**config.mk**
```make
export PLATFORM = sky130hd
export DESIGN_NAME = pwt_top
export DESIGN_NICKNAME = d
export VERILOG_FILES = /design/src/rtl/pwt_pkg.sv /design/src/rtl/pwt_top.sv
export SDC_FILE = /design/constraint.sdc
export NUM_CORES = 1
export LEC_CHECK = 0
export ABC_CLOCK_PERIOD_IN_PS = 8900
export BUFFER_PORTS_ARGS = -buffer_cell sky130_fd_sc_hd__buf_2
export CAP_MARGIN = 20
export CORE_ASPECT_RATIO = 1.75
export CORE_MARGIN = 3
export CORE_UTILIZATION = 50
export DETAILED_ROUTE_END_ITERATION = 16
export PLACE_DENSITY = 0.75
export SKIP_LAST_GASP = 1
export SLEW_MARGIN = 20
export SYNTH_ARGS = -nofsm -noshare
export SYNTH_HDL_FRONTEND = slang
export SYNTH_SLANG_ARGS = --single-unit
```
**constraint.sdc**
```tcl
create_clock -name pclk -period 8.9 [get_ports pclk]
set_input_delay 2.225 -clock pclk [delete_from_list [all_inputs] [get_ports pclk]]
set_output_delay 2.225 -clock pclk [all_outputs]
set_load 0.01 [all_outputs]
```
**src/rtl/pwt_pkg.sv**
```systemverilog
// constants, register map and types of the trip-protected pwm generator
// assumes a single pclk domain and an apb slave with 32-bit data
package pwt_pkg;
	localparam int NCH = 3;
	localparam int NZONE = 3;
	localparam int CW = 16;
	localparam int DBW = 8;
	localparam int DIVW = 8;
	// byte addresses of the registers
	localparam logic [7:0] ADDR_CTRL = 8'h00;
	localparam logic [7:0] ADDR_PERIOD = 8'h04;
	localparam logic [7:0] ADDR_DEADBAND = 8'h08;
	localparam logic [7:0] ADDR_DIV = 8'h0c;
	localparam logic [7:0] ADDR_ZONEMAP = 8'h10;
	localparam logic [7:0] ADDR_STATUS = 8'h14;
	localparam logic [7:0] ADDR_MOD0 = 8'h20;
	localparam logic [7:0] ADDR_PHASE0 = 8'h30;
	localparam logic [7:0] ADDR_STRIDE = 8'h04;
	// ctrl fields
	localparam int CTRL_SHAPE = 0;
	localparam int CTRL_POL = 1;
	localparam int CTRL_FLOAT = 2;
	localparam int CTRL_SYNC = 3;
	localparam int CTRL_ADCSEL = 5;
	localparam int CTRL_TASKSEL = 7;
	localparam int CTRL_TZMODE = 9;
	localparam int CTRL_W = 15;
	// div fields
	localparam int DIV_ADC = 0;
	localparam int DIV_TASK = 8;
	// status fields
	localparam int ST_ONESHOT = 0;
	localparam int ST_CBC = 3;
	localparam int ST_PSON = 6;
	localparam int ST_CNT = 16;
	// reset values
	localparam logic [CTRL_W-1:0] CTRL_RST = 15'h0002;
	localparam logic [CW-1:0] PERIOD_RST = 16'h03e8;
	localparam logic [DBW-1:0] DEADBAND_RST = 8'h00;
	localparam logic [DIVW-1:0] DIV_RST = 8'h01;
	localparam logic [3*NCH-1:0] ZONEMAP_RST = 9'h000;
	localparam logic [CW-1:0] CNT_ONE = 16'h0001;
	localparam logic [DIVW-1:0] DIV_ONE = 8'h01;
	localparam logic [DBW-1:0] DB_ONE = 8'h01;
	// carrier shapes, trip actions, sync sources, event selections
	typedef enum logic {SHAPE_SAW, SHAPE_TRI} pwt_shape_e;
	typedef enum logic [1:0] {TZ_NONE, TZ_ONESHOT, TZ_CBC, TZ_RSVD} pwt_tzmode_e;
	typedef enum logic [1:0] {SYNC_SELF, SYNC_GROUP, SYNC_EXT, SYNC_OFF} pwt_sync_e;
	localparam logic [1:0] EV_UNDER = 2'h1;
	localparam logic [1:0] EV_OVER = 2'h2;
	typedef enum {PS_OFF, PS_ON} pwt_ps_e;
endpackage

```
**src/rtl/pwt_top.sv**
```systemverilog
// three-channel complementary pwm with trip zones and power-stage control
// assumes apb master on pclk; all pins synchronous to pclk
//
// Chosen here: the address map and the APB slave port.
module pwt_top import pwt_pkg::*; #(
	parameter bit PROT_EN = 1'b1
) (
	// clock and reset
	input wire logic pclk,
	input wire logic presetn,
	// apb slave
	input wire logic psel,
	input wire logic penable,
	input wire logic pwrite,
	input wire logic [7:0] paddr,
	input wire logic [31:0] pwdata,
	output logic [31:0] prdata,
	output logic pready,
	output logic pslverr,
	// trip zones, active low
	input wire logic trip_zone_one,
	input wire logic trip_zone_two,
	input wire logic trip_zone_three,
	// power stage
	input wire logic ps_enable_in,
	output logic ps_enabled,
	output logic ps_enable_n,
	// synchronisation
	input wire logic sync_in,
	input wire logic ext_sync_pin,
	output logic sync_out,
	// triggers
	output logic adc_soc,
	output logic task_trig,
	// pwm pins with output enables
	output logic [NCH-1:0] pwm_out_primary,
	output logic [NCH-1:0] pwm_out_primary_oe,
	output logic [NCH-1:0] pwm_out_complement,
	output logic [NCH-1:0] pwm_out_complement_oe
);

	function automatic logic ev_hit(input logic [1:0] sel, input logic und, input logic ovf);
		ev_hit = (sel[0] & und) | (sel[1] & ovf);
	endfunction

	function automatic logic is_addr(input logic [7:0] a, input logic [7:0] base, input int idx);
		is_addr = (a == base + 8'(idx) * ADDR_STRIDE);
	endfunction

	logic [CTRL_W-1:0] ctrl_r;
	logic [CW-1:0] period_r;
	logic [DBW-1:0] deadband_r;
	logic [DIVW-1:0] adc_div_r;
	logic [DIVW-1:0] task_div_r;
	logic [3*NCH-1:0] zonemap_r;
	logic [CW-1:0] mod_r [NCH];
	logic [CW-1:0] phase_r [NCH];
	logic [CW-1:0] cnt_r [NCH];
	logic [NCH-1:0] dir_down_r;
	logic [NCH-1:0] und_w;
	logic [NCH-1:0] ovf_w;
	logic [NZONE-1:0] osht_r;
	logic [NZONE-1:0] cbc_r;
	logic [NZONE-1:0] osht_nxt;
	logic [NZONE-1:0] cbc_nxt;
	logic [NZONE-1:0] trip_w;
	logic [NZONE-1:0] osht_clr_w;
	logic [NCH-1:0] force_w;
	logic [NCH-1:0] raw_a_r;
	logic [DBW-1:0] db_cnt_r [NCH];
	logic [DIVW-1:0] adc_cnt_r;
	logic [DIVW-1:0] task_cnt_r;
	logic ext_prev_r;
	logic ena_prev_r;
	logic sync_w;
	logic wr_w;
	logic rd_w;
	logic hit_w;
	logic [31:0] rdata_w;
	logic [31:0] status_w;
	pwt_ps_e ps_r;
	pwt_ps_e ps_nxt;
	pwt_shape_e shape_w;
	pwt_sync_e sync_src_w;

	assign shape_w = pwt_shape_e'(ctrl_r[CTRL_SHAPE]);
	assign sync_src_w = pwt_sync_e'(ctrl_r[CTRL_SYNC +: 2]);

	// apb: answer in the second access cycle, write lands on that edge
	assign wr_w = psel & penable & pready & pwrite;
	assign rd_w = psel & penable & ~pready;

	always_comb begin
		status_w = '0;
		status_w[ST_ONESHOT +: NZONE] = osht_r;
		status_w[ST_CBC +: NZONE] = cbc_r;
		status_w[ST_PSON] = (ps_r == PS_ON);
		status_w[ST_CNT +: CW] = cnt_r[0];
	end

	always_comb begin
		rdata_w = '0;
		hit_w = 1'b1;
		case (paddr)
			ADDR_CTRL: rdata_w[CTRL_W-1:0] = ctrl_r;
			ADDR_PERIOD: rdata_w[CW-1:0] = period_r;
			ADDR_DEADBAND: rdata_w[DBW-1:0] = deadband_r;
			ADDR_DIV: rdata_w = {16'h0000, task_div_r, adc_div_r};
			ADDR_ZONEMAP: rdata_w[3*NCH-1:0] = zonemap_r;
			ADDR_STATUS: rdata_w = status_w;
			default: hit_w = 1'b0;
		endcase
		for (int i = 0; i < NCH; i++) begin
			if (is_addr(paddr, ADDR_MOD0, i)) begin
				rdata_w[CW-1:0] = mod_r[i];
				hit_w = 1'b1;
			end
			if (is_addr(paddr, ADDR_PHASE0, i)) begin
				rdata_w[CW-1:0] = phase_r[i];
				hit_w = 1'b1;
			end
		end
	end

	always_ff @(posedge pclk or negedge presetn) begin
		if (!presetn) begin
			pready <= 1'b0;
			pslverr <= 1'b0;
			prdata <= '0;
		end else begin
			pready <= rd_w;
			pslverr <= rd_w & ~hit_w;
			prdata <= (rd_w & hit_w & ~pwrite) ? rdata_w : '0;
		end
	end

	always_ff @(posedge pclk or negedge presetn) begin
		if (!presetn) begin
			ctrl_r <= CTRL_RST;
			period_r <= PERIOD_RST;
			deadband_r <= DEADBAND_RST;
			adc_div_r <= DIV_RST;
			task_div_r <= DIV_RST;
			zonemap_r <= ZONEMAP_RST;
		end else if (wr_w) begin
			case (paddr)
				ADDR_CTRL: ctrl_r <= pwdata[CTRL_W-1:0];
				ADDR_PERIOD: period_r <= (pwdata[CW-1:0] == '0) ? CNT_ONE : pwdata[CW-1:0];
				ADDR_DEADBAND: deadband_r <= pwdata[DBW-1:0];
				ADDR_DIV: begin
					adc_div_r <= pwdata[DIV_ADC +: DIVW];
					task_div_r <= pwdata[DIV_TASK +: DIVW];
				end
				ADDR_ZONEMAP: zonemap_r <= pwdata[3*NCH-1:0];
				default: ;
			endcase
		end
	end

	// one-shot latches cleared by writing one to status
	generate
		for (genvar z = 0; z < NZONE; z++) begin : g_oclr
			assign osht_clr_w[z] = wr_w & (paddr == ADDR_STATUS) & pwdata[ST_ONESHOT + z];
		end
	endgenerate

	// sync source selection
	always_ff @(posedge pclk or negedge presetn) begin
		if (!presetn) begin
			ext_prev_r <= 1'b0;
		end else begin
			ext_prev_r <= ext_sync_pin;
		end
	end

	always_comb begin
		case (sync_src_w)
			SYNC_SELF: sync_w = und_w[0];
			SYNC_GROUP: sync_w = sync_in;
			SYNC_EXT: sync_w = ext_sync_pin & ~ext_prev_r;
			default: sync_w = 1'b0;
		endcase
	end

	always_ff @(posedge pclk or negedge presetn) begin
		if (!presetn) begin
			sync_out <= 1'b0;
		end else begin
			sync_out <= sync_w;
		end
	end

	// carriers, comparators and dead band per channel
	generate
		for (genvar c = 0; c < NCH; c++) begin : g_ch
			logic load_w;
			logic [CW-1:0] ph_w;
			logic act_w;
			logic raw_w;

			// channel zero is master; master ignores phase under self sync
			assign load_w = sync_w & ((c != 0) | (sync_src_w != SYNC_SELF));
			// phase is limited to one period
			assign ph_w = (phase_r[c] > period_r) ? period_r : phase_r[c];
			assign und_w[c] = (cnt_r[c] == '0);
			assign ovf_w[c] = (shape_w == SHAPE_TRI) ? (cnt_r[c] == period_r) :
				(cnt_r[c] == period_r - CNT_ONE);
			assign act_w = mod_r[c] > cnt_r[c];
			assign raw_w = act_w ? ctrl_r[CTRL_POL] : ~ctrl_r[CTRL_POL];

			always_ff @(posedge pclk or negedge presetn) begin
				if (!presetn) begin
					mod_r[c] <= '0;
					phase_r[c] <= '0;
				end else if (wr_w) begin
					if (is_addr(paddr, ADDR_MOD0, c)) begin
						mod_r[c] <= pwdata[CW-1:0];
					end
					if (is_addr(paddr, ADDR_PHASE0, c)) begin
						phase_r[c] <= pwdata[CW-1:0];
					end
				end
			end

			always_ff @(posedge pclk or negedge presetn) begin
				if (!presetn) begin
					cnt_r[c] <= '0;
					dir_down_r[c] <= 1'b0;
				end else if (load_w) begin
					cnt_r[c] <= ph_w;
					dir_down_r[c] <= 1'b0;
				end else if (shape_w == SHAPE_SAW) begin
					cnt_r[c] <= (cnt_r[c] >= period_r - CNT_ONE) ? '0 : cnt_r[c] + CNT_ONE;
					dir_down_r[c] <= 1'b0;
				end else if (dir_down_r[c]) begin
					if (cnt_r[c] <= CNT_ONE) begin
						dir_down_r[c] <= 1'b0;
					end
					cnt_r[c] <= (cnt_r[c] == '0) ? CNT_ONE : cnt_r[c] - CNT_ONE;
				end else begin
					if (cnt_r[c] + CNT_ONE >= period_r) begin
						dir_down_r[c] <= 1'b1;
					end
					cnt_r[c] <= (cnt_r[c] >= period_r) ? period_r - CNT_ONE : cnt_r[c] + CNT_ONE;
				end
			end

			always_ff @(posedge pclk or negedge presetn) begin
				if (!presetn) begin
					raw_a_r[c] <= 1'b0;
					db_cnt_r[c] <= '0;
				end else begin
					raw_a_r[c] <= raw_w;
					if (raw_w != raw_a_r[c]) begin
						db_cnt_r[c] <= deadband_r;
					end else if (db_cnt_r[c] != '0) begin
						db_cnt_r[c] <= db_cnt_r[c] - DB_ONE;
					end
				end
			end

			// force only from zones mapped to this channel; power stage off
			assign force_w[c] = PROT_EN & ((ps_nxt == PS_OFF) |
				(|(zonemap_r[3*c +: 3] & (osht_nxt | cbc_nxt))));

			always_ff @(posedge pclk or negedge presetn) begin
				if (!presetn) begin
					pwm_out_primary[c] <= 1'b0;
					pwm_out_complement[c] <= 1'b0;
					pwm_out_primary_oe[c] <= ~CTRL_RST[CTRL_FLOAT];
					pwm_out_complement_oe[c] <= ~CTRL_RST[CTRL_FLOAT];
				end else if (force_w[c]) begin
					pwm_out_primary[c] <= 1'b0;
					pwm_out_complement[c] <= 1'b0;
					pwm_out_primary_oe[c] <= ~ctrl_r[CTRL_FLOAT];
					pwm_out_complement_oe[c] <= ~ctrl_r[CTRL_FLOAT];
				end else begin
					// edge delayed while the dead band runs, both low meanwhile
					pwm_out_primary[c] <= raw_a_r[c] & (db_cnt_r[c] == '0);
					pwm_out_complement[c] <= ~raw_a_r[c] & (db_cnt_r[c] == '0);
					pwm_out_primary_oe[c] <= 1'b1;
					pwm_out_complement_oe[c] <= 1'b1;
				end
			end
		end
	endgenerate

	// trip zones
	assign trip_w = ~{trip_zone_three, trip_zone_two, trip_zone_one};

	always_comb begin
		for (int z = 0; z < NZONE; z++) begin
			case (pwt_tzmode_e'(ctrl_r[CTRL_TZMODE + 2*z +: 2]))
				TZ_ONESHOT: begin
					// set wins over the software clear
					osht_nxt[z] = trip_w[z] | (osht_r[z] & ~osht_clr_w[z]);
					cbc_nxt[z] = 1'b0;
				end
				TZ_CBC: begin
					osht_nxt[z] = 1'b0;
					cbc_nxt[z] = trip_w[z] | (cbc_r[z] & ~und_w[0]);
				end
				default: begin
					osht_nxt[z] = 1'b0;
					cbc_nxt[z] = 1'b0;
				end
			endcase
		end
	end

	always_ff @(posedge pclk or negedge presetn) begin
		if (!presetn) begin
			osht_r <= '0;
			cbc_r <= '0;
		end else begin
			osht_r <= osht_nxt;
			cbc_r <= cbc_nxt;
		end
	end

	// power stage
	always_comb begin
		ps_nxt = ps_r;
		case (ps_r)
			PS_OFF: if (ps_enable_in & ~ena_prev_r) ps_nxt = PS_ON;
			PS_ON: if (~ps_enable_in & ena_prev_r) ps_nxt = PS_OFF;
			default: ps_nxt = PS_OFF;
		endcase
	end

	always_ff @(posedge pclk or negedge presetn) begin
		if (!presetn) begin
			ps_r <= PS_OFF;
			ena_prev_r <= 1'b0;
			ps_enabled <= 1'b0;
			ps_enable_n <= 1'b1;
		end else begin
			ps_r <= ps_nxt;
			ena_prev_r <= ps_enable_in;
			ps_enabled <= (ps_nxt == PS_ON);
			ps_enable_n <= ~(ps_nxt == PS_ON);
		end
	end

	// trigger dividers on channel zero events
	always_ff @(posedge pclk or negedge presetn) begin
		if (!presetn) begin
			adc_cnt_r <= '0;
			adc_soc <= 1'b0;
		end else begin
			adc_soc <= 1'b0;
			if (ev_hit(ctrl_r[CTRL_ADCSEL +: 2], und_w[0], ovf_w[0])) begin
				if (adc_cnt_r + DIV_ONE >= adc_div_r) begin
					adc_cnt_r <= '0;
					adc_soc <= 1'b1;
				end else begin
					adc_cnt_r <= adc_cnt_r + DIV_ONE;
				end
			end
		end
	end

	always_ff @(posedge pclk or negedge presetn) begin
		if (!presetn) begin
			task_cnt_r <= '0;
			task_trig <= 1'b0;
		end else begin
			task_trig <= 1'b0;
			if (ev_hit(ctrl_r[CTRL_TASKSEL +: 2], und_w[0], ovf_w[0])) begin
				if (task_cnt_r + DIV_ONE >= task_div_r) begin
					task_cnt_r <= '0;
					task_trig <= 1'b1;
				end else begin
					task_cnt_r <= task_cnt_r + DIV_ONE;
				end
			end
		end
	end

endmodule

```
==> impl_metrics.csv <==
group,metric,value,unit
cts,cts_buffers,36,
pwr,clkPwrFrac,0.313,
synthesis,netlist_instances,2408,
setup_path,regToRegSetupSlack,3.47,ns
synthesis,synth-edff-count,0,
setup_path,start_kind,"flip-flop",
cts,cts_tree,"built",
synthesis,ys.flop_type,"dfrtp_1",
routing,drtIter0Drc,1619,
placement,dp_cells,3049,
global_route,antenna_found_initial,1,
die,rows,104,
routing,dr.pass1.iters,6,
synthesis,yosysTopAreaCell,"dfrtp_1",
cts,post_cts_buffers,0,
setup_path,cp_data_required_time,9.27,ns
synthesis,ys_seq_area_frac,0.363,
pwr,p_total,5.32,mW
layout,areaGrowthSynthToFinish,10.8,%
routing,ant_nets,0,
setup_path,crit_type,"flip-flop to flip-flop",
die,die_w,170,um
pwr,intPower,3.37,mW
pwr,powerDensity,203,mW/mm2
cts,h-tree-depth,2,
run_status,status,"finished, final reports clean",
pwr,pwr-share-seq,0.337,
pwr,p_sw,1.94,mW
timing,whs,0.467,ns
timing,finClkSkew,0.0368,ns
routing,wl,89100,um
timing,setup_viol,0,
die,die_y,293,um
setup_path,critical_path_arrival,5.81,ns
synthesis,yosysWarningCount,0,
setup_path,endpoint,"cnt_r[30]",
layout,final_nets,2822,
die,die_area,0.0500,mm2
cts,cts.clk_slew.worst_paths,0.07,ns
synthesis,synth_most_common_cell,"dfrtp_1",
setup_path,ff2ff_path_depth,13,
die,core_area,0.0463,mm2
placement,place_hpwl,68000,um
setup_path,worstReg2RegStart,"period_r[0]",
routing,route.detailed.drc,0,
synthesis,synth.distinct_cells,92,
timing,fmax,0.184,GHz
synthesis,synthArstFlopShare,1.00,
global_route,grt_pass1_vias,20853,
timing,period_needed,5.43,ns
timing,period_share,0.611,
layout,layout-drive-gt1-share,0.169,
timing,worstMarginPinSlew,1.17,ns
placement,buffer_ports.inserted,85,
global_route,grt.total_usage,0.353,
pwr,swShare,0.366,
setup_path,end_kind,"flip-flop",
synthesis,synth_area,0.0236,mm2
routing,viasPerCell,6.62,
hold_path,hold_class,"flip-flop to flip-flop",
layout,fin_cells,3116,
routing,wire_per_inst,28.6,um
run,cap_viol_max_count,0,
setup_path,reg2reg_to,"cnt_r[30]",
global_route,grt_max_degree,131,
pwr,peakVddDrop,0.000170,V
synthesis,yosys-top-cells-count,"329 x dfrtp_1, 267 x ha_1, 179 x mux2_2",
timing,max-slew-margin-rel,0.214,
setup_path,crit_fanout,13,
cts,ctsHoldBuffers,0,
global_route,grt.overflow.total,0,
timing,hold_viol,0,
die,io_pins,102,
cts,cts-resized-gates,0,
routing,vias,20641,
cts,root_buffer,"clkbuf_16",
cts,clock-sinks,342,
setup_path,crit_start,"period_r[0]",
pwr,p_leak,12.3,nW
cts,insertion_delay,0.57,ns
timing,drv_slew,0,
cts,clock_path_buffers,3,
synthesis,synth_area_leaders,"dfrtp_1 35%, ha_1 14%, mux2_2 8.5%",
timing,rsz0062_at_grt,"false",
synthesis,yosysTopAreaCellShare,0.349,
global_route,grt_pass1_wl,132000,um
pwr,combPwrFrac,0.350,
timing,tns,0,ns
synthesis,ys_seq_elements,342,
synthesis,syn_area_per_cell,9.80,um2
die,start_util,0.510,
placement,place.gp.congestion,1.00,
-- cell type report --
| type | count | area (um2) |
|---|---|---|
| diodes | 1 | 2.50 |
| multi-input cells | 1841 | 14200 |
| repair buffers | 143 | 883 |
| flip-flops and latches | 342 | 8570 |
| inverters | 140 | 526 |
| clock buffers | 46 | 968 |
| fillers | 4051 | 20200 |
| clock inverters | 20 | 307 |
| well taps | 583 | 729 |
-- routing by layer --
metal	vias up	wire length, um	global-route usage
li1	9087	-	-
met1	10140	30600	0.383
met2	991	43100	0.599
met3	421	5440	0.0483
met4	2	9940	0.305
met5	-	17	0
-- worst min path at each step --
stage	to	slack (ns)	startpoint	cells past startpoint
detailed placement	pwm_out_complement[0]	0.46	raw_a_r[0]	1
global placement	pwm_out_complement[0]	0.45	raw_a_r[0]	1
global route	pwm_out_complement[0]	0.49	raw_a_r[0]	1
CTS	pwm_out_complement[0]	0.47	raw_a_r[0]	1
finish	pwm_out_complement[0]	0.47	raw_a_r[0]	1
floorplan	pwm_out_complement_oe[0]	0.43	ctrl_r[2]	1
-- kinds of logic after synthesis --
group,after synthesis,synth area share
simple gates,642,0.139
compound gates,553,0.161
flops,342,0.363
fa+ha+maj,268,0.142
buf+inv,255,0.0428
mux,218,0.102
xor+xnor,129,0.0493
other cells,1,0.000159
-- placed cells by master (no fill, tap or decap), drive strengths merged, types with 39 or more instances in the layout --
cell    count
nand3      71
dfrtp     329
clkbuf     46
nand4      56
o21ai     119
nor4       39
buf       143
a21o       58
ha        267
inv       141
a21oi     100
nor3       89
nand2     150
nor2      115
mux2      179
xnor2     113
-- flip-flops by register name, indices dropped and copies added (netlist names), 3 cells and up --
register               cells
adc_div_r                  8
pwm_out_complement_oe      3
osht_r                     3
dir_down_r                 3
mod_r                     48
pwm_out_primary            3
prdata                    32
pwm_out_complement         3
ps_r                      32
ctrl_r                    15
db_cnt_r                  24
deadband_r                 8
period_r                  16
task_div_r                 8
cbc_r                      3
raw_a_r                    3
cnt_r                     48
adc_cnt_r                  8
zonemap_r                  9
task_cnt_r                 8
phase_r                   48
-- per-stage QoR --
step,util,cell area [um2],setup slack (ns)
floorplan,-,23700,4.51
global placement,0.537,24900,3.59
detailed placement,0.537,24900,3.55
CTS,0.565,26200,3.58
global route,0.565,26200,3.37
finish,0.565,26200,3.47
-- power by group through the flow --
stage | combinational [mW] | clock, mW | sequential [mW]
2_1_floorplan | 1.32 | 0 | 1.75
6_report | 1.86 | 1.66 | 1.79
5_1_grt | 2.01 | 1.74 | 1.80
3_3_place_gp | 1.77 | 0 | 1.81
4_1_cts | 1.83 | 1.68 | 1.79
3_5_place_dp | 1.82 | 0 | 1.81
-- critical path: stages, from the launching register on --
cell	delay [ns]
dfrtp_1	0.38
inv_1	0.33
ha_1	0.26
or3b_2	0.57
nor3_1	0.22
xnor2_1	0.35
inv_1	0.40
ha_1	0.39
and4_1	0.27
o2111ai_1	0.14
nor4_1	0.60
nor3_2	0.17
nor2_1	0.86
o221ai_1	0.29
(Power assumes the default switching activity.)
